--- src/design/pcg_pkg.sv ---
package pcg_pkg;

    // Register indices; byte address is four times the index
    localparam logic [9:0]  IDX_SMOOTH_TIME   = 10'h108;
    localparam logic [9:0]  IDX_NUMER_SECOND  = 10'h10F;
    localparam logic [9:0]  IDX_NUMER_FIRST   = 10'h12C;
    localparam logic [9:0]  IDX_DENOMINATOR   = 10'h12D;
    localparam logic [9:0]  IDX_CONTROL       = 10'h140;
    localparam logic [9:0]  IDX_STATUS        = 10'h141;
    localparam logic [9:0]  IDX_POSITION      = 10'h142;

    // Reset values
    localparam logic [15:0] RST_SMOOTH_TIME   = 16'h0000;
    localparam logic [15:0] RST_NUMERATOR     = 16'h0001;
    localparam logic [15:0] RST_DENOMINATOR   = 16'h0001;
    localparam logic        RST_SELECT_ENABLE = 1'b0;

    // Accepted ranges
    localparam logic [15:0] GEAR_MIN          = 16'h0001;
    localparam logic [15:0] GEAR_MAX          = 16'h7FFF;
    localparam logic [15:0] SMOOTH_MIN        = 16'h0000;
    localparam logic [15:0] SMOOTH_MAX        = 16'h03E8;
    localparam logic [31:0] RATIO_LOW_DIV     = 32'h0000_0032;
    localparam logic [31:0] RATIO_HIGH_MUL    = 32'h0000_00C8;

    // Field positions
    localparam int unsigned CTRL_SEL_EN_BIT   = 0;
    localparam int unsigned STAT_SECOND_BIT   = 0;
    localparam int unsigned STAT_RATIO_OK_BIT = 1;
    localparam int unsigned STAT_SEL_PIN_BIT  = 2;

    // Timing
    localparam int unsigned CLK_PERIOD_NS     = 32'h0000_0005;
    localparam int unsigned SAMPLE_TIME_NS    = 32'h0001_86A0;
    localparam int unsigned SMOOTH_UNIT_NS    = 32'h0098_9680;
    localparam int unsigned SAMPLE_CYCLES_DEF = SAMPLE_TIME_NS / CLK_PERIOD_NS;
    localparam int unsigned TICKS_PER_UNIT    = SMOOTH_UNIT_NS / SAMPLE_TIME_NS;

    localparam int unsigned SYNC_STAGES       = 2;

endpackage

--- src/design/pcg_gear_scaler.sv ---
`timescale 1ns/1ps
`default_nettype none
module pcg_gear_scaler
    import pcg_pkg::*;
(
    input  wire logic        sys_clk,
    input  wire logic        rst,
    input  wire logic        pulse,
    input  wire logic        dir_fwd,
    input  wire logic [15:0] numer,
    input  wire logic [15:0] denom,
    output logic             step_up,
    output logic             step_dn
);
    // Signed remainder carries the fraction between pulses
    logic signed [23:0] rem_r;
    logic signed [23:0] rem_nxt;
    logic signed [23:0] n_ext;
    logic signed [23:0] m_ext;
    logic signed [23:0] add;
    logic signed [23:0] sub;
    logic               dec_up;
    logic               dec_dn;

    assign n_ext   = signed'({8'h00, numer});
    assign m_ext   = signed'({8'h00, denom});
    assign dec_up  = rem_r >= m_ext;
    assign dec_dn  = rem_r <= -m_ext;
    assign add     = pulse ? (dir_fwd ? n_ext : -n_ext) : 24'sh00_0000;
    assign sub     = dec_up ? m_ext : (dec_dn ? -m_ext : 24'sh00_0000);
    // One output count per cycle; a pulse can need up to 32767 cycles at the largest ratio
    assign rem_nxt = rem_r + add - sub;

    always_ff @(posedge sys_clk or posedge rst)
    begin
        if (rst)
        begin
            rem_r   <= 24'sh00_0000;
            step_up <= 1'b0;
            step_dn <= 1'b0;
        end
        else
        begin
            rem_r   <= rem_nxt;
            step_up <= dec_up;
            step_dn <= dec_dn;
        end
    end
endmodule // pcg_gear_scaler
`default_nettype wire

--- src/design/pcg_cmd_smoother.sv ---
`timescale 1ns/1ps
`default_nettype none
module pcg_cmd_smoother
    import pcg_pkg::*;
#(
    parameter int unsigned SAMPLE_CYCLES = SAMPLE_CYCLES_DEF
)
(
    input  wire logic        sys_clk,
    input  wire logic        rst,
    input  wire logic        in_up,
    input  wire logic        in_dn,
    input  wire logic [15:0] smooth_time,
    output logic             out_up,
    output logic             out_dn,
    output logic [31:0]      filt_pos
);
    // Output moves at rate (target - output) / tau, one count per cycle
    logic signed [31:0] tgt_r;
    logic signed [31:0] err;
    logic signed [39:0] acc_r;
    logic signed [39:0] acc_nxt;
    logic signed [39:0] tau;
    logic [23:0]        tick_cnt_r;
    logic               tick;
    logic               bypass;
    logic               go_up;
    logic               go_dn;

    assign tau    = signed'(40'(smooth_time) * 40'(TICKS_PER_UNIT));
    assign bypass = smooth_time == SMOOTH_MIN;
    assign err    = tgt_r - signed'(filt_pos);
    assign tick   = tick_cnt_r == 24'(SAMPLE_CYCLES - 1);
    assign go_up  = bypass ? (err > 0) : (acc_r >= tau);
    assign go_dn  = bypass ? (err < 0) : (acc_r <= -tau);
    assign acc_nxt = bypass ? 40'sh00_0000_0000
                   : acc_r + (tick ? 40'(err) : 40'sh00_0000_0000)
                     - (go_up ? tau : 40'sh00_0000_0000)
                     + (go_dn ? tau : 40'sh00_0000_0000);

    always_ff @(posedge sys_clk or posedge rst)
    begin
        if (rst)
        begin
            tgt_r      <= 32'sh0000_0000;
            filt_pos   <= 32'h0000_0000;
            acc_r      <= 40'sh00_0000_0000;
            tick_cnt_r <= 24'h00_0000;
            out_up     <= 1'b0;
            out_dn     <= 1'b0;
        end
        else
        begin
            tgt_r      <= tgt_r + 32'(in_up) - 32'(in_dn);
            filt_pos   <= filt_pos + 32'(go_up) - 32'(go_dn);
            acc_r      <= acc_nxt;
            tick_cnt_r <= tick ? 24'h00_0000 : tick_cnt_r + 24'h00_0001;
            out_up     <= go_up;
            out_dn     <= go_dn;
        end
    end
endmodule // pcg_cmd_smoother
`default_nettype wire

--- src/design/pcg_gear_top.sv ---
// Overview of operation
// Second numerator register, writes 1 to 32767 accepted, resets to 1.
// First numerator register, writes 1 to 32767 accepted, resets to 1.
// Denominator register, writes 1 to 32767 accepted, resets to 1.
// A digital input picks which numerator scales the command pulses.
// With selection not assigned, only the first numerator is used.
// Output command rate equals input rate times numerator over denominator.
// Software keeps ratio above 1/50 and below 200.
// Software changes the ratio only while the drive output is off.
// Ratio changes are accepted while the drive output is on.
// Smoothing filter, constant 0 to 1000 in 10 ms units, 0 bypasses.
// Select low uses first numerator, high second, from next pulse.
// Scaling remainder is kept so no pulses are lost or gained.
//
// The implementer's own choice: register access over Avalon-MM.
`timescale 1ns/1ps
`default_nettype none
module pcg_gear_top
    import pcg_pkg::*;
#(
    parameter int unsigned SAMPLE_CYCLES = SAMPLE_CYCLES_DEF
)
(
    input  wire logic        sys_clk,
    input  wire logic        rst,
    input  wire logic [11:0] avs_address,
    input  wire logic        avs_read,
    input  wire logic        avs_write,
    input  wire logic [31:0] avs_writedata,
    output logic [31:0]      avs_readdata,
    output logic             avs_waitrequest,
    input  wire logic        cmd_pulse_pin,
    input  wire logic        cmd_dir_pin,
    input  wire logic        numerator_select_input,
    output logic             pos_cmd_step,
    output logic             pos_cmd_dir
);

    function automatic logic in_range(
        input logic [15:0] v,
        input logic [15:0] lo,
        input logic [15:0] hi
    );
        in_range = (v >= lo) && (v <= hi);
    endfunction

    // Pin synchronisers

    logic [2:0] pin_raw;
    logic [2:0] sync1_r;
    logic [2:0] sync2_r;
    logic       pulse_d_r;

    assign pin_raw = {numerator_select_input, cmd_dir_pin, cmd_pulse_pin};

    genvar gi;
    generate
        for (gi = 0; gi < 3; gi++)
        begin : g_sync
            always_ff @(posedge sys_clk or posedge rst)
            begin
                if (rst)
                begin
                    sync1_r[gi] <= 1'b0;
                    sync2_r[gi] <= 1'b0;
                end
                else
                begin
                    sync1_r[gi] <= pin_raw[gi];
                    sync2_r[gi] <= sync1_r[gi];
                end
            end
        end
    endgenerate

    always_ff @(posedge sys_clk or posedge rst)
    begin
        if (rst)
        begin
            pulse_d_r <= 1'b0;
        end
        else
        begin
            pulse_d_r <= sync2_r[0];
        end
    end

    wire        pulse_rise = sync2_r[0] & ~pulse_d_r;
    wire        dir_fwd    = sync2_r[1];
    wire        sel_level  = sync2_r[2];

    // Registers

    logic [15:0] smooth_time_r;
    logic [15:0] numer_second_r;
    logic [15:0] numer_first_r;
    logic [15:0] denom_r;
    logic        sel_enable_r;

    // Bus slave: one wait cycle for every access

    wire        req       = avs_read | avs_write;
    wire        commit    = avs_write & ~avs_waitrequest;
    wire [9:0]  idx       = avs_address[11:2];
    wire [15:0] wdata16   = avs_writedata[15:0];

    wire        hit_smooth = idx == IDX_SMOOTH_TIME;
    wire        hit_second = idx == IDX_NUMER_SECOND;
    wire        hit_first  = idx == IDX_NUMER_FIRST;
    wire        hit_denom  = idx == IDX_DENOMINATOR;
    wire        hit_ctrl   = idx == IDX_CONTROL;
    wire        hit_status = idx == IDX_STATUS;
    wire        hit_pos    = idx == IDX_POSITION;

    // Out of range values are dropped, the old setting stays
    wire        wr_smooth = commit & hit_smooth & in_range(wdata16, SMOOTH_MIN, SMOOTH_MAX);
    wire        wr_second = commit & hit_second & in_range(wdata16, GEAR_MIN, GEAR_MAX);
    wire        wr_first  = commit & hit_first & in_range(wdata16, GEAR_MIN, GEAR_MAX);
    wire        wr_denom  = commit & hit_denom & in_range(wdata16, GEAR_MIN, GEAR_MAX);
    wire        wr_ctrl   = commit & hit_ctrl;

    // Numerator selection

    wire        use_second = sel_enable_r & sel_level;
    wire [15:0] numer_sel  = use_second ? numer_second_r : numer_first_r;

    // Ratio check for software; the block scales whatever is set
    wire [31:0] n32      = {16'h0000, numer_sel};
    wire [31:0] m32      = {16'h0000, denom_r};
    wire        ratio_ok = (n32 * RATIO_LOW_DIV > m32) && (n32 < m32 * RATIO_HIGH_MUL);

    logic [31:0] filt_pos;

    wire [31:0] status_word =
        {29'h0000_0000, sel_level, ratio_ok, use_second};

    wire [31:0] rd_mux =
        hit_smooth ? {16'h0000, smooth_time_r} :
        hit_second ? {16'h0000, numer_second_r} :
        hit_first  ? {16'h0000, numer_first_r} :
        hit_denom  ? {16'h0000, denom_r} :
        hit_ctrl   ? {31'h0000_0000, sel_enable_r} :
        hit_status ? status_word :
        hit_pos    ? filt_pos :
        32'h0000_0000;

    always_ff @(posedge sys_clk or posedge rst)
    begin
        if (rst)
        begin
            avs_waitrequest <= 1'b1;
            avs_readdata    <= 32'h0000_0000;
        end
        else
        begin
            avs_waitrequest <= ~(req & avs_waitrequest);
            if (avs_read & avs_waitrequest)
            begin
                avs_readdata <= rd_mux;
            end
        end
    end

    // Writes take effect in any drive state
    always_ff @(posedge sys_clk or posedge rst)
    begin
        if (rst)
        begin
            smooth_time_r  <= RST_SMOOTH_TIME;
            numer_second_r <= RST_NUMERATOR;
            numer_first_r  <= RST_NUMERATOR;
            denom_r        <= RST_DENOMINATOR;
            sel_enable_r   <= RST_SELECT_ENABLE;
        end
        else
        begin
            if (wr_smooth)
            begin
                smooth_time_r <= wdata16;
            end
            if (wr_second)
            begin
                numer_second_r <= wdata16;
            end
            if (wr_first)
            begin
                numer_first_r <= wdata16;
            end
            if (wr_denom)
            begin
                denom_r <= wdata16;
            end
            if (wr_ctrl)
            begin
                sel_enable_r <= avs_writedata[CTRL_SEL_EN_BIT];
            end
        end
    end

    // Scaling and smoothing

    logic sc_up;
    logic sc_dn;
    logic sm_up;
    logic sm_dn;

    pcg_gear_scaler u_scaler (
        .sys_clk (sys_clk),
        .rst     (rst),
        .pulse   (pulse_rise),
        .dir_fwd (dir_fwd),
        .numer   (numer_sel),
        .denom   (denom_r),
        .step_up (sc_up),
        .step_dn (sc_dn)
    );

    pcg_cmd_smoother #(
        .SAMPLE_CYCLES (SAMPLE_CYCLES)
    ) u_smoother (
        .sys_clk     (sys_clk),
        .rst         (rst),
        .in_up       (sc_up),
        .in_dn       (sc_dn),
        .smooth_time (smooth_time_r),
        .out_up      (sm_up),
        .out_dn      (sm_dn),
        .filt_pos    (filt_pos)
    );

    // Direction holds its last value between steps
    always_ff @(posedge sys_clk or posedge rst)
    begin
        if (rst)
        begin
            pos_cmd_step <= 1'b0;
            pos_cmd_dir  <= 1'b1;
        end
        else
        begin
            pos_cmd_step <= sm_up | sm_dn;
            if (sm_up | sm_dn)
            begin
                pos_cmd_dir <= sm_up;
            end
        end
    end

endmodule // pcg_gear_top
`default_nettype wire

--- config.mk ---
export PLATFORM = sky130hd
export DESIGN_NAME = pcg_gear_top
export DESIGN_NICKNAME = d
export VERILOG_FILES = /design/src/design/pcg_pkg.sv /design/src/design/pcg_gear_scaler.sv /design/src/design/pcg_cmd_smoother.sv /design/src/design/pcg_gear_top.sv
export SDC_FILE = /design/constraint.sdc
export NUM_CORES = 1
export LEC_CHECK = 0
export BUFFER_PORTS_ARGS = -buffer_cell sky130_fd_sc_hd__buf_2
export CORE_MARGIN = 2
export CORE_UTILIZATION = 65
export DETAILED_ROUTE_END_ITERATION = 6
export PLACE_DENSITY = 0.87
export RECOVER_POWER = 50
export SYNTH_ARGS = -nofsm -noshare
export SYNTH_HDL_FRONTEND = slang
export SYNTH_HIERARCHICAL = 1
export SYNTH_SLANG_ARGS = --single-unit
--- constraint.sdc ---
create_clock -name sys_clk -period 17 [get_ports sys_clk]
set_input_delay 1.7 -clock sys_clk [delete_from_list [all_inputs] [get_ports sys_clk]]
set_output_delay 1.7 -clock sys_clk [all_outputs]
set_load 0.03 [all_outputs]
# Yosys cells after proc, flatten, opt, wreduce, memory -nomap -nowiden
# Cells that the tools add are included.
[word_totals]
ff_bits = 263
in_bits = 51
output_inout_bits = 35
word_cells = 104
[classes]
add_sub_neg = 14
mul = 3
order_cmp = 12
eq_ne = 8
n_mux = 19
n_bitwise = 19
reduce_logical = 4
[op_table]
columns = ["op", "n"]
rows = [
  ["2-to-1 mux 32 bit", 7],
  ["2-to-1 mux 24 bit", 5],
  ["adder 40 bit", 2],
  ["2-to-1 mux 40 bit", 2],
  ["equality test 10 x 9 -> 1 bit, second input constant", 7],
  ["adder 32 x 1 -> 32 bit", 2],
  ["subtractor 32 x 1 -> 32 bit", 2],
  ["multiplier 16 x 5 -> 21 bit, second input constant", 3],
  ["negator 16 -> 24 bit", 2],
  ["2-to-1 mux 23 bit", 2],
  ["greater-or-equal comparator 40 x 24 -> 1 bit", 1],
  ["less-or-equal comparator 40 bit", 1],
  ["negator 23 -> 40 bit", 1],
  ["subtractor 40 bit", 1],
  ["greater-or-equal comparator 16 x 1 -> 1 bit, second input constant", 2],
  ["greater-than comparator 32 x 1 -> 1 bit, second input constant", 1],
  ["less-than comparator 32 x 1 -> 1 bit, second input constant", 1],
  ["subtractor 32 bit", 1],
  ["adder 24 x 1 -> 24 bit, second input constant", 1],
  ["adder 24 bit", 1],
  ["equality test 24 x 15 -> 1 bit, second input constant", 1],
  ["greater-or-equal comparator 24 x 17 -> 1 bit", 1],
  ["less-or-equal comparator 24 bit", 1],
  ["less-than comparator 16 x 24 -> 1 bit", 1],
  ["11 further kinds", 30],
]

# Depth between registers and ports, before layout
[depth]
word_depth = 11
ltp_mapped = 44
depth_no_buf = 41

# By module
# The synthesis kept the hierarchy.
[by_module_without_submodules]
columns = ["module", "n_inst", "cells_each", "area_per_inst_um2", "seq_area_each_um2"]
rows = [
  ["pcg_cmd_smoother", 1, 1974, 16434.5, 3253.1],
  ["pcg_gear_top", 1, 906, 9038.7, 2683.8],
  ["pcg_gear_scaler", 1, 537, 4395.5, 650.6],
]

# Worst setup path after synthesis
# Ideal clock, no wire load.
[synth_timing]
path_kind = "register to register"
start = "register smooth_time_r[2]"
end = "register u_smoother.acc_r[38]"
setup_ps = 79
t_arrival_ps = 9023
required_ps = 16921
slack_ps = 7897
path_stages_with_launch = 42
n_path_buf = 3
synth_period_minus_slack_ps = 9103
cell_sequence = "dfrtp_1 > inv_1 > ha_1 > ha_1 > fa_1 > ha_1 > a21o_1 > a21oi_2 > o21ai_1 > or4b_1 > a31oi_2 > xor2_2 > nand4_2 > or4_4 > or2_1 > buf_6 > buf_6 > nor3_2 > [... 6 more ...] > o211ai_1 > and3_1 > o41a_1 > clkbuf_1 > nand2_1 > fa_1 > inv_1 > ha_1 > o21a_1 > o31a_1 > o22a_1 > a21oi_1 > a21oi_1 > o31ai_1 > a21boi_0 > a21oi_1 > o311ai_0 > mux2i_1"
[synth_between]
elab_chain_cells = 7
elab_cells_between_ends = 12
classes_between = "add/sub (3); mul (1); order compare (2); mux (5); reduce/logical (1)"
[synth_lines]
columns = ["item", "line", "source"]
rows = [
  ["start, declared", "pcg_gear_top.sv:94", "logic [15:0] smooth_time_r;"],
  ["start signal, assigned", "pcg_gear_top.sv:179", "smooth_time_r <= wdata16;"],
  ["multiplier 16 x 5 -> 21 bit", "pcg_cmd_smoother.sv:30", "assign tau = signed'(40'(smooth_time) * 40'(TICKS_PER_UNIT));"],
  ["greater-or-equal comparator 40 x 24 -> 1 bit / negator 23 -> 40 bit (equally long branches)", "pcg_cmd_smoother.sv:34, pcg_cmd_smoother.sv:35", ""],
  ["2-to-1 mux 1 bit / less-or-equal comparator 40 bit (equally long branches)", "pcg_cmd_smoother.sv:34, pcg_cmd_smoother.sv:35", ""],
  ["2-to-1 mux 23 bit / 2-to-1 mux 1 bit (equally long branches)", "pcg_cmd_smoother.sv:38, pcg_cmd_smoother.sv:35", ""],
  ["subtractor 40 bit / 2-to-1 mux 23 bit (equally long branches)", "pcg_cmd_smoother.sv:38, pcg_cmd_smoother.sv:39", ""],
  ["adder 40 bit", "pcg_cmd_smoother.sv:39", "+ (go_dn ? tau : 40'sh00_0000_0000);"],
  ["2-to-1 mux 40 bit *", "pcg_cmd_smoother.sv:36", "assign acc_nxt = bypass ? 40'sh00_0000_0000"],
  ["net u_smoother.acc_nxt[38]", "pcg_cmd_smoother.sv:22", "logic signed [39:0] acc_nxt;"],
  ["end signal, assigned", "pcg_cmd_smoother.sv:56", "acc_r <= acc_nxt;"],
  ["end, declared", "pcg_cmd_smoother.sv:21", "logic signed [39:0] acc_r;"],
]
# Mark *: on every way through the listed nets, which the timed path passes. The rest lies on a longest branch.
# A chain may end at the register's enable or synchronous reset.

# Final worst setup path
# Same ends and word-level chain as after synthesis.

==> impl_metrics.json <==
{
  "cts_tree": "yes",
  "max-cap-violations": 4,
  "critPathRequiredTime_ns": 17.42,
  "total_power_mw": 4.76,
  "synth_warnings": 6,
  "io_pins": 86,
  "outcome": "complete, but fails checks",
  "wl_um": 77000,
  "end_kind": "register",
  "clk_latency_ns": 0.57,
  "worst_slew_pin_slew_ns": 3.93,
  "fp-row-count": 78,
  "syn_avg_cell_area_um2": 8.74,
  "drt_iter0_markers": 2119,
  "max_freq_mhz": 91.2,
  "core_area_mm2": 0.0454,
  "max_stage_delay_ns": 0.53,
  "grt_first_pass_wirelength_um": 126000,
  "numCtsBuffers": 34,
  "violations": "max-capacitance violations, max-slew violations",
  "cts_root_buffer": "clkbuf_16",
  "via_per_inst": 6.27,
  "die_area_mm2": 0.0477,
  "path_delay_family": "compound AO/OA/AOI/OAI gates",
  "syn_inst": 3417,
  "startpoint_type": "register",
  "cts_num_sinks": 263,
  "max_slew_margin_pct": -162,
  "setup_violations": 0,
  "setup_tns_ns": 0,
  "synth-seq-cells": 263,
  "leakage_nw": 16.6,
  "critical_path_class": "register to register",
  "finClkSkew_ns": 0.0307,
  "die_x_um": 218,
  "cts_buffer_depth": 3,
  "grt_max_degree": 71,
  "cp.arrival_ns": 11.38,
  "rsz0062_at_grt": "no",
  "power.density_mw_per_mm2": 149,
  "worst_path_max_delay_cell": "dfrtp_1",
  "synth_cell_type_count": 111,
  "grt_pass1_vias": 25600,
  "synth_edf_count": 0,
  "ant_nets": 0,
  "ys_seq_area_share_pct": 22.1,
  "slew_viol_final": 243,
  "gp_congestion": 0.950,
  "drive_gt1_share_pct": 6.85,
  "drc": 0,
  "dieHeight_um": 218,
  "hold_path.class": "register to register",
  "vdd_drop_max_uv": 172,
  "io_buffers": 67,
  "finalCriticalPeriod_ns": 10.96,
  "min_period_over_period_pct": 64.5,
  "cts_setup_buffers": 0,
  "start_util_pct": 65.8,
  "path_buf_inv": 3,
  "cts.clk_slew.worst_paths_ns": 0.06,
  "overflow": 0,
  "synthFlopType": "dfrtp_1",
  "hpwl_um": 59100,
  "post_cts_resized": 0,
  "area_growth_pct": 6.76,
  "syn_area_mm2": 0.0299,
  "hold_viol": 0,
  "ctsHoldBuffers": 0,
  "grt_antenna_before_repair": 2,
  "final_nets": 4102,
  "syn_nets": 4054,
  "cp_max_fo": 23,
  "first_pass_iters": 5,
  "h-tree-depth": 2,
  "vias": 25700,
  "grt_usage_pct": 32.6,
  "async_reset_ff_share_pct": 100,
  "post_drt_wl_per_cell_um": 18.8
}
cell families (layout without fill, tap and decap cells):
group	count (synthesis)	in the layout	share of synthesized area, %
and+or+nand+nor	884	884	15.6
AOI/OAI and AO/OA	823	823	18.4
adders and majority gates	586	586	27.1
buffers and inverters	562	636	7.33
DFF	263	263	22.1
xor gates and xnor gates	214	214	6.30
muxes	85	85	3.25
other	0	2	0
through the flow:
stage	util (%)	setup WS [ns]	hold slack, ns	area [µm²]	std cells
4_1_cts	70.4	6.15	0.347	31900	4091
5_1_grt	70.3	5.48	0.351	31900	4092
3_5_place_dp	67.7	6.23	0.336	30700	4029
6_report	70.3	6.04	0.346	31900	4093
3_3_place_gp	67.7	6.36	0.335	30700	4029
2_1_floorplan	-	7.90	0.331	29900	3417
synth_stat cells (24+ instances only):
cell type,number,share of area (%)
and2_1,33,0.69
xnor2_1,128,3.8
and3_1,35,0.73
fa_1,102,6.8
nor3_1,80,1.3
clkbuf_1,49,0.62
nor2b_1,39,0.82
or3_1,24,0.50
nand3_1,68,1.1
nand2_1,187,2.4
o21ai_0,141,2.4
inv_1,491,6.2
nor4_1,29,0.61
a21oi_1,224,3.8
dfrtp_1,258,22
nand2b_1,29,0.61
a211oi_1,34,0.85
ha_1,484,20
o21a_1,47,1.2
xor2_1,85,2.5
mux2_2,42,1.6
nor2_1,221,2.8
a31oi_1,25,0.52
a21o_1,113,2.8
nand4_1,38,0.80
sequential cells by signal, summed over array words and instances, names as in the netlist, 24 cells and up:
register               count
u_smoother/filt_pos       32
u_smoother/tgt_r          32
u_smoother/tick_cnt_r     24
avs_readdata              32
u_smoother/acc_r          40
u_scaler/rem_r            24
power by group:
part	switching (mW)	leakage, nW	internal (mW)
sequential	0.151	3.40	0.789
clock	0.312	0.583	0.472
combinational	1.78	12.6	1.25
layout make-up:
type / count / area, µm²
flip-flops and latches: 263 / 6590
well taps: 600 / 751
fillers: 3449 / 13500
multi-input cells: 2592 / 21100
inverters: 493 / 1850
clock inverters: 19 / 236
diodes: 2 / 5.00
repair buffers: 81 / 389
clock buffers: 43 / 976
placed cells by master (no fill, tap or decap), types with 24 or more instances in the layout:
cell       count
nand3_1       68
a21o_1       113
nor4_1        29
nand2b_1      29
nor2b_1       39
nand2_1      187
or3_1         24
and3_1        35
and2_1        32
buf_2         32
xnor2_1      127
mux2_2        42
xor2_1        85
o21ai_0      141
o21a_1        47
clkbuf_1      38
nor3_1        81
a211oi_1      34
a21oi_1      224
a31oi_1       25
fa_1         102
clkbuf_16     35
dfrtp_1      258
nand4_1       38
inv_1        489
nor2_1       220
ha_1         484
worst paths after layout:
check                                  from              endpoint  slack, ns  cells after the start
max in group asynchronous               rst  u_smoother/tgt_r[20]      10.42                      3
min in group asynchronous               rst    u_scaler/rem_r[23]       1.49                      2
min reg2reg                      sync1_r[2]             sel_level       0.35                      0
min                              sync1_r[2]             sel_level       0.35                      0
max reg2reg                smooth_time_r[2]  u_smoother/acc_r[38]       6.04                     39
max                        smooth_time_r[2]  u_smoother/acc_r[38]       6.04                     39
metal layers:
metal,routed length (µm),global-route usage (%)
met2,35900,54.9
met4,4100,16.9
met1,31900,40.5
met5,0,0
met3,5130,5.07
(Power assumes the default switching activity.)
